<file path="config.mk">
export PLATFORM = sky130hd
export DESIGN_NAME = charger_info_status_regs
export DESIGN_NICKNAME = d
export VERILOG_FILES = /design/src/pin_sync.v /design/src/state_code_encoder.v /design/src/charger_info_status_regs.v
export VERILOG_INCLUDE_DIRS = /design/src
export SDC_FILE = /design/constraint.sdc
export NUM_CORES = 1
export LEC_CHECK = 0
export BUFFER_PORTS_ARGS = -buffer_cell sky130_fd_sc_hd__buf_2
export CORE_MARGIN = 1
export CORE_UTILIZATION = 41
export DETAILED_ROUTE_END_ITERATION = 7
export GPL_ROUTABILITY_DRIVEN = 0
export GPL_TIMING_DRIVEN = 0
export PLACE_DENSITY_LB_ADDON = 0.2
export REMOVE_ABC_BUFFERS = 1
export SYNTH_ARGS = -nofsm -noshare
export SYNTH_HDL_FRONTEND = slang
export SYNTH_SLANG_ARGS = --single-unit
</file>
<file path="constraint.sdc">
create_clock -name mclk -period 3.6 [get_ports mclk]
set_input_delay 0.18 -clock mclk [delete_from_list [all_inputs] [get_ports mclk]]
set_output_delay 0.18 -clock mclk [all_outputs]
set_load 0.01 [all_outputs]
</file>
<file path="src/charger_info_consts.vh">
`ifndef CHARGER_INFO_CONSTS_VH
`define CHARGER_INFO_CONSTS_VH
// Register offsets
`define INFO_ONE_ADDR 8'h3A
`define INFO_TWO_ADDR 8'h4D
// First register field positions
`define ONE_DIODE_BIT 0
`define ONE_REVTURBO_BIT 1
`define ONE_BYPASS_PUMP_BIT 2
`define ONE_INPUT_PUMP_BIT 3
`define ONE_TRICKLE_BIT 4
`define ONE_SENSE_CMP_BIT 5
`define ONE_BATTERY_PUMP_BIT 6
`define ONE_LOWSYS_TRIP_BIT 10
`define ONE_DISCHARGE_TRIP_BIT 11
`define ONE_ADAPTER_TRIP_BIT 12
`define ONE_LOOP_LSB 13
`define ONE_LOOP_MSB 14
`define ONE_REF_ACTIVE_BIT 15
// Second register field positions
`define TWO_CONFIG_LSB 0
`define TWO_CONFIG_MSB 4
`define TWO_STAGE_LSB 5
`define TWO_STAGE_MSB 7
`define TWO_STATE_LSB 8
`define TWO_STATE_MSB 11
`define TWO_BATTERY_ABSENT_BIT 12
`define TWO_COMPARATOR_BIT 13
`define TWO_ADAPTER_PRESENT_BIT 14
// State codes
`define STATE_RESET 4'h0
`define STATE_AUTO_CHARGE 4'h2
`define STATE_BATTERY_ONLY 4'h4
`define STATE_HOST_CHARGE 4'h6
`define STATE_FAULT 4'h7
`define STATE_REVERSE 4'h9
`define STATE_READY 4'hA
`define STATE_SWITCHING 4'hC
`define STATE_STARTUP 4'h1
`define STATE_STARTUP_LATE 4'h8
// Reset value of read data
`define READ_DATA_RESET 16'h0000
`endif

</file>
<file path="src/pin_sync.v">
`timescale 1ns/1ns
module pin_sync #(
    parameter WIDTH = 1
) (
    // Clock and reset
    input wire mclk,
    input wire rst,
    // Asynchronous levels in, synchronised levels out
    input wire [WIDTH-1:0] asyncIn,
    output wire [WIDTH-1:0] syncOut
);
    // Two flip-flops per bit, each bit owns its stages; only the second stage is read
    genvar i;
    generate
        for (i = 0; i < WIDTH; i = i + 1) begin : gSync
            reg stageOne_reg;
            reg stageTwo_reg;
            always @(posedge mclk or posedge rst) begin
                if (rst) begin
                    stageOne_reg <= 1'b0;
                    stageTwo_reg <= 1'b0;
                end else begin
                    stageOne_reg <= asyncIn[i];
                    stageTwo_reg <= stageOne_reg;
                end
            end
            assign syncOut[i] = stageTwo_reg;
        end
    endgenerate
endmodule

</file>
<file path="src/state_code_encoder.v">
`timescale 1ns/1ns
`include "charger_info_consts.vh"
module state_code_encoder (
    // Clock and reset
    input wire mclk,
    input wire rst,
    // Synchronised condition levels
    input wire startupBusy,
    input wire faultActive,
    input wire reverseActive,
    input wire autoCharging,
    input wire hostCharging,
    input wire switchingForward,
    input wire batteryOnly,
    input wire startupCode,
    // Encoded state
    output reg [3:0] stateCode_reg
);
    reg [3:0] stateCode_next;

    // Priority pick of the reported state code
    always @* begin
        stateCode_next = `STATE_READY;
        if (startupBusy) begin
            stateCode_next = `STATE_STARTUP;
        end else if (faultActive) begin
            stateCode_next = `STATE_FAULT;
        end else if (reverseActive) begin
            stateCode_next = `STATE_REVERSE;
        end else if (autoCharging) begin
            stateCode_next = `STATE_AUTO_CHARGE;
        end else if (hostCharging) begin
            stateCode_next = `STATE_HOST_CHARGE;
        end else if (switchingForward) begin
            stateCode_next = `STATE_SWITCHING;
        end else if (batteryOnly) begin
            stateCode_next = `STATE_BATTERY_ONLY;
        end
        if (startupBusy && startupCode) begin
            stateCode_next = `STATE_STARTUP_LATE;
        end
    end

    // State register, zero in reset
    always @(posedge mclk or posedge rst) begin
        if (rst) begin
            stateCode_reg <= `STATE_RESET;
        end else begin
            stateCode_reg <= stateCode_next;
        end
    end
endmodule

</file>
<file path="src/charger_info_status_regs.v">
`timescale 1ns/1ns
`include "charger_info_consts.vh"
//
// Behaviour
// - Two readable info registers at 0x3A, 0x4D
// - First bit 0 shows diode mode
// - First bit 1 shows reverse turbo mode
// - Bits 2,3,6 show gate pumps good
// - Pump good bits may toggle from leakage
// - First bit 4 shows trickle charging
// - First bit 5 compares adapter and system sense
// - Bits 10-12 show throttle trips
// - Bits 14:13 encode active regulation loop
// - Bit 15 shows reference active, else low power
// - Second bits 4:0 show config resistor readout
// - Second bits 7:5 encode power stage mode
// - State field zero in reset, startup codes
// - State 0010 auto charge, 0100 battery only
// - State 0110 host charge, 0111 fault
// - State 1001 reverse or supplemental mode
// - State 1010 biased but not switching
// - State 1100 forward switching regulation
// - Second bit 12 shows battery absent pin
// - Second bit 13 shows debounced comparator
// - Second bit 14 shows adapter present pin
//
module charger_info_status_regs (
    // Clock and reset
    input wire mclk,
    input wire rst,
    // Register read port
    input wire readStrobe,
    input wire writeStrobe,
    input wire [7:0] regAddr,
    input wire [15:0] writeData,
    output reg [15:0] readData_reg,
    output reg readValid_reg,
    output reg addrHit_reg,
    // Operating mode levels from the analog core
    input wire diodeMode,
    input wire reverseTurbo,
    input wire tricklCharge,
    input wire [1:0] activeLoop,
    input wire refActive,
    input wire [2:0] stageMode,
    // Charge pump health
    input wire bypass_gate_pump,
    input wire input_gate_pump,
    input wire battery_gate_pump,
    // Comparators and trips
    input wire senseCompare,
    input wire lowSystemTrip,
    input wire discharge_throttle_trip,
    input wire adapter_current_throttle_trip,
    input wire reverse_current_throttle_trip,
    input wire comparatorDebounced,
    // Pins
    input wire battery_absent_pin,
    input wire adapter_present_pin,
    // Configuration resistor readout
    input wire [4:0] configReadout,
    // State machine conditions
    input wire startupBusy,
    input wire startupCode,
    input wire faultActive,
    input wire reverseActive,
    input wire autoCharging,
    input wire hostCharging,
    input wire switchingForward,
    input wire batteryOnly
);
    // ------------------------------------------------------------
    // Synchronisers
    // ------------------------------------------------------------
    localparam SYNC_W = 33;
    wire [SYNC_W-1:0] asyncBus;
    wire [SYNC_W-1:0] syncBus;
    wire [3:0] stateCode;

    // Gather every asynchronous level into one bus
    assign asyncBus = {diodeMode, reverseTurbo, tricklCharge, activeLoop, refActive, stageMode,
                       bypass_gate_pump, input_gate_pump, battery_gate_pump,
                       senseCompare, lowSystemTrip, discharge_throttle_trip,
                       adapter_current_throttle_trip, reverse_current_throttle_trip,
                       comparatorDebounced, battery_absent_pin, adapter_present_pin, configReadout,
                       startupBusy, startupCode, faultActive, reverseActive, autoCharging,
                       hostCharging, switchingForward, batteryOnly};

    pin_sync #(
        .WIDTH(SYNC_W)
    ) uSync (
        .mclk(mclk),
        .rst(rst),
        .asyncIn(asyncBus),
        .syncOut(syncBus)
    );

    // Unpack synchronised levels
    wire sDiode = syncBus[32];
    wire sRevTurbo = syncBus[31];
    wire sTrickle = syncBus[30];
    wire [1:0] sLoop = syncBus[29:28];
    wire sRef = syncBus[27];
    wire [2:0] sStage = syncBus[26:24];
    wire sBypassPump = syncBus[23];
    wire sInputPump = syncBus[22];
    wire sBatteryPump = syncBus[21];
    wire sSense = syncBus[20];
    wire sLowSys = syncBus[19];
    wire sDischarge = syncBus[18];
    wire sAdapterTrip = syncBus[17];
    wire sReverseTrip = syncBus[16];
    wire sComparator = syncBus[15];
    wire sBatteryAbsent = syncBus[14];
    wire sAdapterPresent = syncBus[13];
    wire [4:0] sConfig = syncBus[12:8];

    // ------------------------------------------------------------
    // State code
    // ------------------------------------------------------------
    state_code_encoder uState (
        .mclk(mclk),
        .rst(rst),
        .startupBusy(syncBus[7]),
        .startupCode(syncBus[6]),
        .faultActive(syncBus[5]),
        .reverseActive(syncBus[4]),
        .autoCharging(syncBus[3]),
        .hostCharging(syncBus[2]),
        .switchingForward(syncBus[1]),
        .batteryOnly(syncBus[0]),
        .stateCode_reg(stateCode)
    );

    // ------------------------------------------------------------
    // Register images
    // ------------------------------------------------------------
    reg [15:0] infoOne;
    reg [15:0] infoTwo;

    // First information register, pumps shown raw as they may toggle
    always @* begin
        infoOne = 16'h0000;
        infoOne[`ONE_DIODE_BIT] = sDiode;
        infoOne[`ONE_REVTURBO_BIT] = sRevTurbo;
        infoOne[`ONE_BYPASS_PUMP_BIT] = sBypassPump;
        infoOne[`ONE_INPUT_PUMP_BIT] = sInputPump;
        infoOne[`ONE_BATTERY_PUMP_BIT] = sBatteryPump;
        infoOne[`ONE_TRICKLE_BIT] = sTrickle;
        infoOne[`ONE_SENSE_CMP_BIT] = sSense;
        infoOne[`ONE_LOWSYS_TRIP_BIT] = sLowSys;
        infoOne[`ONE_DISCHARGE_TRIP_BIT] = sDischarge;
        infoOne[`ONE_ADAPTER_TRIP_BIT] = sAdapterTrip | sReverseTrip;
        infoOne[`ONE_LOOP_MSB:`ONE_LOOP_LSB] = sLoop;
        infoOne[`ONE_REF_ACTIVE_BIT] = sRef;
    end

    // Second information register
    always @* begin
        infoTwo = 16'h0000;
        infoTwo[`TWO_CONFIG_MSB:`TWO_CONFIG_LSB] = sConfig;
        infoTwo[`TWO_STAGE_MSB:`TWO_STAGE_LSB] = sStage;
        infoTwo[`TWO_STATE_MSB:`TWO_STATE_LSB] = stateCode;
        infoTwo[`TWO_BATTERY_ABSENT_BIT] = sBatteryAbsent;
        infoTwo[`TWO_COMPARATOR_BIT] = sComparator;
        infoTwo[`TWO_ADAPTER_PRESENT_BIT] = sAdapterPresent;
    end

    // ------------------------------------------------------------
    // Read port
    // ------------------------------------------------------------
    reg [15:0] readData_next;
    reg addrHit_next;

    // Address decode; other addresses and writes return zero
    always @* begin
        readData_next = `READ_DATA_RESET;
        addrHit_next = 1'b0;
        if (readStrobe && !writeStrobe) begin
            case (regAddr)
                `INFO_ONE_ADDR: begin
                    readData_next = infoOne;
                    addrHit_next = 1'b1;
                end
                `INFO_TWO_ADDR: begin
                    readData_next = infoTwo;
                    addrHit_next = 1'b1;
                end
                default: begin
                    readData_next = `READ_DATA_RESET;
                    addrHit_next = 1'b0;
                end
            endcase
        end
    end

    // Output registers, one-cycle answer to a read
    always @(posedge mclk or posedge rst) begin
        if (rst) begin
            readData_reg <= `READ_DATA_RESET;
            readValid_reg <= 1'b0;
            addrHit_reg <= 1'b0;
        end else begin
            readData_reg <= readData_next;
            readValid_reg <= readStrobe & ~writeStrobe;
            addrHit_reg <= addrHit_next;
        end
    end

    // Write data is accepted on the port and discarded
    wire unusedWrite = |writeData;
endmodule

</file>
After elaboration in Yosys (flattened, before gate mapping)
Cells that the tools add are included.
- word-level logic and storage cells: 91
- memory bits (read-only): 0
- latch bits: 0
- memories kept: 0
- output and inout port bits: 18
- input bits: 61
- register bits: 88
- RAM bits: 0
- reduce and logical (&&, ||, !) cells: 4
- div/mod/pow operators: 0
- shift-type cells: 0
- multiplexer cells: 12
- add/sub/neg operators: 0
- $lt $le $gt $ge: 0
- equal/unequal tests: 2
- $mul: 0
- bitwise logic cells: 3
- operators with widths (cell ; count):
    4-bit two-way mux ; 8
    16-bit one-hot mux with 2 select lines ; 1
    16-bit two-way mux ; 1
    8-bit by 6-bit equality test with 1-bit output, second input constant ; 1
    8-bit by 7-bit equality test with 1-bit output, second input constant ; 1
    1-bit logical AND ; 2
    1-bit two-way mux ; 2
    2-bit OR reduction ; 1
    1-bit bitwise AND ; 1
    1-bit zero test ; 1
    1-bit NOT ; 1
    1-bit bitwise OR ; 1

Longest topological paths before layout
Gate-level depths: netlist of run 1.
- depth in word-level cells: 8
- mapped depth: 4
- mapped depth without buffers: 3

Cells and area by module
From an unflattened synthesis of run 1, not the netlist that was laid out.
- cell total of the unflattened synthesis: 194
- area total of the unflattened synthesis: 2865.2 um^2
- modules (own cells, without submodules) (module ; instances ; sequential area each (um^2) ; area each (um^2) ; cells each):
    pin_sync ; 1 ; 1651.6 ; 1903.1 ; 100
    charger_info_status_regs ; 1 ; 450.4 ; 783.3 ; 76
    state_code_encoder ; 1 ; 100.1 ; 178.9 ; 18

Worst setup path before layout of run 1
OpenSTA, ideal clock, no wires.
- path kind: register -> register
- from: register uSync.gSync[2].stageTwo_reg
- to: register uState.stateCode_reg[2]
- setup time: 120 ps
- clock period less this slack: 999 ps
- arrival: 879 ps
- required time: 3480 ps
- path buffers: 0
- slack: 2601 ps
- stages on the path, launching flop included: 4
- cell sequence: dfrtp_1 or3_1 a21oi_1 nor2_1
- cells in the longest elaborated chain, start to end: 6
- ends and longest elaborated chain (element ; line ; text):
    start: declaration ; pin_sync.v:17 ; reg stageTwo_reg;
    start signal: assignment ; pin_sync.v:24 ; stageTwo_reg <= stageOne_reg;
    4-bit two-way mux ; state_code_encoder.v:32 ; end else if (hostCharging) begin
    4-bit two-way mux ; state_code_encoder.v:30 ; end else if (autoCharging) begin
    4-bit two-way mux ; state_code_encoder.v:28 ; end else if (reverseActive) begin
    4-bit two-way mux ; state_code_encoder.v:26 ; end else if (faultActive) begin
    4-bit two-way mux ; state_code_encoder.v:24 ; if (startupBusy) begin
    4-bit two-way mux ; state_code_encoder.v:39 ; if (startupBusy && startupCode) begin
    net uState.stateCode_next[2] ; state_code_encoder.v:19 ; reg [3:0] stateCode_next;
    end signal: assignment ; state_code_encoder.v:47 ; stateCode_reg <= `STATE_RESET;
    end signal: assignment ; state_code_encoder.v:49 ; stateCode_reg <= stateCode_next;
    end: declaration ; state_code_encoder.v:17 ; output reg [3:0] stateCode_reg
The timed path passes the listed nets, and every way through them passes these cells.

Worst setup path after layout of run 1
- from: input writeStrobe
- to: register readData_reg[5]
- cells in the longest elaborated chain, start to end: 3
- ends and longest elaborated chain (element ; line ; text):
    start: declaration ; charger_info_status_regs.v:33 ; input wire writeStrobe,
    1-bit zero test ; charger_info_status_regs.v:179 ; if (readStrobe && !writeStrobe) begin
    1-bit logical AND ; charger_info_status_regs.v:179 ;
    16-bit two-way mux ; charger_info_status_regs.v:179 ;
    net readData_next[5] ; charger_info_status_regs.v:172 ; reg [15:0] readData_next;
    end signal: assignment ; charger_info_status_regs.v:200 ; readData_reg <= `READ_DATA_RESET;
    end signal: assignment ; charger_info_status_regs.v:204 ; readData_reg <= readData_next;
    end: declaration ; charger_info_status_regs.v:36 ; output reg [15:0] readData_reg,
The timed path passes the listed nets, and every way through them passes these cells.

==> results of run 1 <==
[synth_stat cells (all sizes together)]
library cell,count,area (um2)
o31a,1,8.76
clkbuf,1,3.75
and3,3,18.8
or3,1,6.26
and2b,1,7.51
nor4bb,1,10.0
o211ai,1,7.51
buf,5,36.3
nand3b,2,15.0
o31ai,1,7.51
nand4b,12,105
nor2,4,15.0
nand3,11,55.1
and4bb,2,25.0
nor2b,1,6.26
or2,1,6.26
nand2,3,11.3
nand2b,1,6.26
o21ba,1,10.0
and3b,1,8.76
inv,1,3.75
dfrtp,88,2200
a21oi,16,80.1
[worst max-delay path: stages]
cell and delay [ns]:
dlygate4sd3_1 0.53, buf_2 0.13, nor2b_1 0.14, nand3b_1 0.47, a21oi_1 0.30
[kinds of logic after synthesis]
kind of cell,after synthesis,synth area share (%)
AO/OA/AOI/OAI,20,4.29
buffers and inverters,7,1.65
AND/OR/NAND/NOR,44,11.2
flip-flops,88,82.9
[worst max-delay path by stage]
stage | slack (ns) | cells past startpoint | to | from
final | 2.10 | 5 | readData_reg[5]$_DFF_PP0_ | writeStrobe
after global routing | 2.00 | 5 | readData_reg[5]$_DFF_PP0_ | writeStrobe
after CTS | 2.11 | 5 | readData_reg[5]$_DFF_PP0_ | writeStrobe
after detailed placement | 2.23 | 4 | readData_reg[5]$_DFF_PP0_ | regAddr[6]
after global placement | 0.28 | 2 | uSync.gSync[12].stageTwo_reg$_DFF_PP0_ | rst
after floorplan | 1.14 | 1 | addrHit_reg$_DFF_PP0_ | rst
[where the power goes]
part           switching [uW]  internal [uW]
clock                     307            400
combinational            46.1           53.4
sequential               12.1           1030
total                     365           1480
[through the flow]
stage	total power, uW	std cells	setup WS [ns]
floorplan	1090	153	1.14
CTS	1860	340	2.11
global placement	1130	290	0.284
global route	1920	340	2.00
finish	1850	340	2.10
detailed placement	1130	291	2.23
[area by class of cell]
cell class	instances	area [um2]
tap	75	93.8
multi-input combinational	64	410
timing repair buffer	98	681
clock inverter	4	70.1
inverter	1	6.26
sequential	88	2200
clock buffer	10	138
fill	507	2490
[per-layer routing]
layer	wire, um	vias to the layer above	track usage [%]	part of all wire, %
li1	-	751	-	-
met3	235	6	5.27	5.0
met2	2370	50	24.4	51
met5	0	-	0	0
met1	1990	803	19.1	43
met4	59	0	8.79	1.3
==> results.toml, run 1 <==
[routing]
wire_per_inst_um = 13.7
drt_first_pass_iters = 4
vias = 1610
via_per_inst = 4.74
wl_um = 4660
drtIter0Drc = 71
antenna_left = 0
drc = 0

[clock_tree]
clock_latency_ns = 0.34
cts_root_buffer = "clkbuf_8"
cts_buffer_depth = 2
cts_setup_buffers = 0
cts.sinks = 88
cts_tree = "done"
cts_resized = 0
ctsHtreeMaxLevel = 3
hold_buffers = 35
cts.clk_slew.worst_paths_ns = 0.08
cts_buffers = 9

[min_path]
holdPathEnd = "readValid_reg$_DFF_PP0_"
hp-start = "readStrobe"
worstHoldPathCells = 2
worstHoldPathType = "in2reg"

[placement]
place_area_um2 = 3040
io_buffers = 62
hpwl_um = 2540

[sta]
fmax_mhz = 667
period_share_pct = 41.7
slew_viol_final = 0
worst_pin_slew_ns = 0.644
setup_violations = 0
finalHoldViolations = 0
rsz0062_at_grt = "false"
finalSetupTns_ns = 0
skew_ns = 0.00642
slew_headroom_pct = 56.9
hold-worst-slack_ns = 0.104
fin_crit_ns = 1.50

[global_route]
antenna_found_initial = 0
grt_max_degree = 49
grt_first_pass_wirelength_um = 7190
grt_usage_pct = 15.6
grt_pass1_vias = 1516
grt-ovfl-total = 0

[die]
start_util_pct = 43.6
core_um2 = 6100
core.rowCount = 28
die_h_um = 82.5
ioPinCount = 79
die_x_um = 82.5
die-area_um2 = 6800

[worst_setup_path]
r2r_slack_ns = 2.54
crit_path_start_kind = "primary input"
r2r-start = "uSync.gSync[2].stageTwo_reg$_DFF_PP0_"
rr_endpoint = "uState.stateCode_reg[2]$_DFF_PP0_"
crit_path_max_fanout = 13
r2r_cells = 3
crit_type = "in2reg"
end_kind = "flop"
cp.required_ns = 3.85
cp.arrival_ns = 1.75

[cells_and_area]
utilization_pct = 59.1
layout_common_cells = "dfrtp_1, buf_2, dlygate4sd3_1, a21oi_1, nand4b_1"
fin_nets = 323
antenna_cells = 0
layout_commonest_cell = "dfrtp_1"
design_area_um2 = 3600
area_growth_pct = 35.6
drive_gt1_share_pct = 30.9

[pwr]
p_leak_uw = 0.00170
vdd.ir_drop.worst_mv = 0.255
p_per_area_nw_per_um2 = 513

[synthesis]
ys_seq_area_share_pct = 82.9
post_synth.cell_area_avg_um2 = 16.7
synthesis.area_um2 = 2660
synth_warnings = 0
synthCells = 159
ys_types = 25
ys_seq_elements = 88

[run_status]
status = "finished clean"

[job]
drv_cap = 0
Power figures use the tool's default switching activity.
==> run 2: changes to the inputs <==
Settings changed: ABC_AREA from default to 1.
Clock period 3.6 ns to 1.4 ns, I/O delays scaled along.
==> results.toml, run 2 <==
[worst_setup_path]
r2r-start = "uSync.gSync[16].stageTwo_reg$_DFF_PP0_"
crit_top_cell = "dlygate4sd3_1"
crit_path_start_kind = "primary input"
end_kind = "flop"
slowest_stage = "dlygate4sd3_1"
max_stage_delay_ns = 0.57
crit_type = "in2reg"
cp.required_ns = 1.67
cp.arrival_ns = 1.46
crit_path_max_fanout = 6
startpoint = "writeStrobe"
path_cells = "dlygate4sd3_1, buf_2, nor2_4, dlygate4sd3_1"

[run_status]
violations = "design-rule violations"
status = "finished with violations"

[job]
drv_cap = 0

[die]
die_x_um = 84.5
die-area_um2 = 7130
core.rowCount = 29
ioPinCount = 79
die_h_um = 84.5
start_util_pct = 43.2
core_um2 = 6460

[synthesis]
synth_compound_area_share_pct = 4.89
ys_types = 16
synth_warnings = 0
yosys.area.top_type = "dfrtp_1"
synthMuxAreaShare_pct = 0
async_reset_ff_share_pct = 100
synth_most_common_cell = "dfrtp_1"
synthXorXnorAreaFrac_pct = 0
synth.area.top_cells = "dfrtp_1, nand3_2, a21oi_2, nand3_1, nand2_1"
synthAdderAreaFrac_pct = 0
synthCells = 184
yosys.area_share.simple_pct = 12.0
synth_edf_count = 0
synth_ff_type = "dfrtp_1"
ys_seq_area_share_pct = 79.0
post_synth.cell_area_avg_um2 = 15.2
synth_top_cells_by_count = "dfrtp_1, nand2_1, nand3_1"
ys_seq_elements = 88
synthesis.area_um2 = 2790
yosys.area.top_type_share_pct = 79.0
synth_top_family_by_area = "simple AND/OR/NAND/NOR gates"

[routing]
vias = 1634
wire_per_inst_um = 12.0
drc = 6
wl_um = 4450
drt_first_pass_iters = 8
drtIter0Drc = 57
antenna_left = 0
via_per_inst = 4.40

[cells_and_area]
design_area_um2 = 3750
layout_common_cells = "dfrtp_1, buf_2, dlygate4sd3_1, nand2_1, nand3_1"
antenna_cells = 0
fin_nets = 350
layout_commonest_cell = "dfrtp_1"
stdcell_count = 371
fill_cells = 529
drive_gt1_share_pct = 37.1
area_growth_pct = 34.6

[min_path]
worstHoldPathType = "in2reg"
hp-start = "readStrobe"

[sta]
worst_pin_slew_ns = 0.675
slew_viol_final = 0
finalHoldViolations = 0
fin_crit_ns = 1.19
setup_violations = 0
rsz0062_at_grt = "false"
skew_ns = 0.00606
slew_headroom_pct = 54.9
hold-worst-slack_ns = 0.0782
period_share_pct = 84.8
fmax_mhz = 842

[clock_tree]
cts_root_buffer = "clkbuf_8"
cts_setup_buffers = 0
cts_tree = "done"
clock_latency_ns = 0.34
cts_buffers = 9
cts_buffer_depth = 2
cts.clk_slew.worst_paths_ns = 0.08
cts.sinks = 88
ctsHtreeMaxLevel = 3
cts_resized = 0

[global_route]
grt-ovfl-total = 0
grt_first_pass_wirelength_um = 7650
grt_pass1_vias = 1712
grt_usage_pct = 14.5
antenna_found_initial = 0
grt_max_degree = 46

[placement]
place_area_um2 = 3160
hpwl_um = 2730
io_buffers = 62
place_inst = 319

[pwr]
p_leak_uw = 0.00177
p_per_area_nw_per_um2 = 1300
vdd.ir_drop.worst_mv = 0.635
## run 2: cell types whose count changed after synthesis, sizes merged, moves of 2 or more
cell	delta
inv	+15
nand4b	-12
nor2	+7
nand3b	-2
and4bb	-2
nand3	+15
nand2	+15
o21ai	+4
and3	-3
## run 2: per-stage QoR
step	setup TNS (ns)	power (uW)	worst slack, ns	util (%)
floorplan	-83.47	2820	-0.949	-
global placement	-155.12	2910	-1.77	48.6
detailed placement	0	2920	0.291	49.0
CTS	0	4930	0.228	58.1
global route	0	5080	0.0999	58.1
finish	0	4870	0.213	58.1
## run 2: area by class of cell
class                           instances  area, um2  share of cell area, %
Clock inverter                          6       90.1                   2.40
Sequential cell                        88       2200                   58.7
Timing Repair Buffer                   99        691                   18.4
Multi-Input combinational cell         75        472                   12.6
Clock buffer                           10        138                   3.67
Inverter                               16       62.6                   1.67
Tap cell                               77       96.3                   2.57
## run 2: logic make-up after synthesis
| kind of cell | count (synthesis) |
|---|---|
| AOI/OAI and AO/OA | 19 |
| buffers and inverters | 21 |
| DFF | 88 |
| and+or+nand+nor | 56 |
## run 2: worst paths after layout
check / to / slack [ns] / cells past startpoint
worst max-delay path: readValid_reg$_DFF_PP0_ / 0.21 / 4
worst min-delay path: readData_reg[7]$_DFF_PP0_ / 0.08 / 5
worst max register to register: readData_reg[12]$_DFF_PP0_ / 0.48 / 3
worst min register to register: uSync.gSync[18].stageTwo_reg$_DFF_PP0_ / 0.35 / 0
max in group asynchronous: uSync.gSync[18].stageOne_reg$_DFF_PP0_ / 0.48 / 4
min in group asynchronous: uSync.gSync[14].stageOne_reg$_DFF_PP0_ / 0.32 / 3
## run 2: timing repair
| item | in CTS | in global routing |
|---|---|---|
| hold buffers | 36 | 0 |
| endpoints found under the hold margin | 82 | 0 |
| endpoints found under the setup margin | 0 | 0 |
## run 2: report_power, final
group	switching [uW]	internal [uW]	total, uW	leakage, uW
logic	133	134	267	0.000591
clock network	862	1060	1930	0.000113
registers	31.5	2640	2680	0.00107
total	1030	3840	4870	0.00177
## run 2: worst max-delay path: cells and delay by family
family	cells	cell delay, ns
AND/OR/NAND/NOR	1	0.16
buffers and inverters	3	1.23
## run 2: routing by layer
metal | wire, um | up-vias | global-route usage [%]
met5 | 0 | - | 0
met3 | 174 | 11 | 3.64
met1 | 1800 | 786 | 16.6
met4 | 112 | 0 | 8.32
met2 | 2360 | 43 | 25.1
li1 | - | 794 | -
==> run 3: changes to the inputs <==
Settings changed: ABC_AREA 1 to 0.
Clock period 1.4 ns to 1.2 ns, I/O delays scaled along.
==> results.toml, run 3 (synthesis results as in run 1) <==
[clock_tree]
ctsHtreeMaxLevel = 3
cts_root_buffer = "clkbuf_8"
cts_tree = "done"
cts_buffers = 9
cts.sinks = 88
clock_latency_ns = 0.34
cts_buffer_depth = 2
cts_setup_buffers = 0
cts.clk_slew.worst_paths_ns = 0.08

[sta]
slew_viol_final = 0
worst_pin_slew_ns = 0.649
finalHoldViolations = 0
period_share_pct = 88.3
rsz0062_at_grt = "false"
hold-worst-slack_ns = 0.133
slew_headroom_pct = 56.6
fmax_mhz = 944
skew_ns = 0.00628
finalSetupTns_ns = 0
layout_setup_ws_ns = 0.141
setup_violations = 0
fin_crit_ns = 1.06

[routing]
drtIter0Drc = 86
drc = 0
wl_um = 4700
vias = 1618
drt_first_pass_iters = 4
antenna_left = 0
via_per_inst = 4.73
wire_per_inst_um = 13.7

[cells_and_area]
antenna_cells = 0
area_growth_pct = 36.6
layout_commonest_cell = "dfrtp_1"
drive_gt1_share_pct = 31.1
layout_common_cells = "dfrtp_1, buf_2, dlygate4sd3_1, a21oi_1, nand4b_1"
fill_cells = 506
fin_nets = 325
stdcell_count = 342
seqCellArea_um2 = 2200
multi_input_area_um2 = 417

[global_route]
grt_max_degree = 49
grt-ovfl-total = 0
antenna_found_initial = 0
grt_usage_pct = 15.7
grt_pass1_vias = 1529
grt_first_pass_wirelength_um = 7240

[worst_setup_path]
r2r-start = "uSync.gSync[2].stageTwo_reg$_DFF_PP0_"
r2r_cells = 3
end_kind = "flop"
crit_path_max_fanout = 2
cp.arrival_ns = 1.29
crit_buf_inv = 0
cp.required_ns = 1.43
path_cells = "or3_1, a21oi_1, nor2_1"
critical-path-top-delay-family = "simple AND/OR/NAND/NOR gates"
startpoint = "uSync.gSync[2].stageTwo_reg$_DFF_PP0_"
crit_type = "reg2reg"
crit_path_start_kind = "flop"
slowest_stage = "dfrtp_1"
r2r_slack_ns = 0.14
rr_endpoint = "uState.stateCode_reg[2]$_DFF_PP0_"
max_stage_delay_ns = 0.38

[die]
core_um2 = 6100
die_x_um = 82.5
die-area_um2 = 6800
start_util_pct = 43.6
die_h_um = 82.5
ioPinCount = 79
core.rowCount = 28

[pwr]
p_leak_uw = 0.00171
vdd.ir_drop.worst_mv = 0.766
p_per_area_nw_per_um2 = 1530
total_power_uw = 5550

[job]
drv_cap = 0

[placement]
pre_cts_ws_ns = -0.0475
hpwl_um = 2540
place_inst = 291
io_buffers = 62

[min_path]
holdPathEnd = "readData_reg[15]$_DFF_PP0_"
worstHoldPathType = "in2reg"
worstHoldPathCells = 4
hp-start = "regAddr[3]"

[run_status]
status = "finished clean"
-- run 3: changes by cell type in the layout (fill, tap and decap cells not counted), sizes merged, moves of 2 or more --
cell    before  now
o21ai        4    0
nand3       26   11
nor2        11    4
nand2       18    3
nand4b       0   12
and4bb       0    2
nand3b       0    2
and3         0    3
inv         18    1
-- run 3: what timing repair did --
item / CTS / global route
endpoints found under the hold margin: 82 / 0
gates resized for setup: 0 / 1
endpoints found under the setup margin: 0 / 4
hold buffers: 37 / 0
-- run 3: final cells by class --
class	instances	share of cell area, %
Clock buffer	10	3.79
Clock inverter	4	1.93
Inverter	1	0.172
Multi-Input combinational cell	64	11.5
Sequential cell	88	60.7
Tap cell	75	2.59
Timing Repair Buffer	100	19.3
-- run 3: per-stage QoR --
| stage | cell area, um2 | util [%] |
|---|---|---|
| floorplan | 2620 | - |
| global placement | 3020 | 49.5 |
| detailed placement | 3040 | 49.9 |
| CTS | 3620 | 59.4 |
| global route | 3630 | 59.5 |
| finish | 3630 | 59.5 |
-- run 3: worst max-delay path by stage --
stage	to	slack [ns]	cells past startpoint
global placement	uSync.gSync[12].stageTwo_reg$_DFF_PP0_	-2.00	2
floorplan	addrHit_reg$_DFF_PP0_	-1.14	1
finish	uState.stateCode_reg[2]$_DFF_PP0_	0.14	3
detailed placement	readData_reg[5]$_DFF_PP0_	-0.05	4
global route	readData_reg[8]$_DFF_PP0_	0.07	4
CTS	readData_reg[8]$_DFF_PP0_	0.06	4
-- run 3: report_power, final --
part | switching, uW | internal [uW]
logic | 140 | 165
registers | 36.3 | 3090
clock network | 919 | 1200
total | 1100 | 4450
-- run 3: worst register-to-register path: stages, from the launching register on --
cell and delay (ns):
dfrtp_1 0.38, or3_1 0.36, a21oi_1 0.16, nor2_1 0.05
-- run 3: routing by layer --
metal / global-route usage [%] / vias up / wire length (um)
met5: 0 / - / 0
met4: 8.79 / 0 / 59
met1: 19.1 / 806 / 2000
met2: 24.7 / 50 / 2410
met3: 5.27 / 6 / 239
li1: - / 756 / -
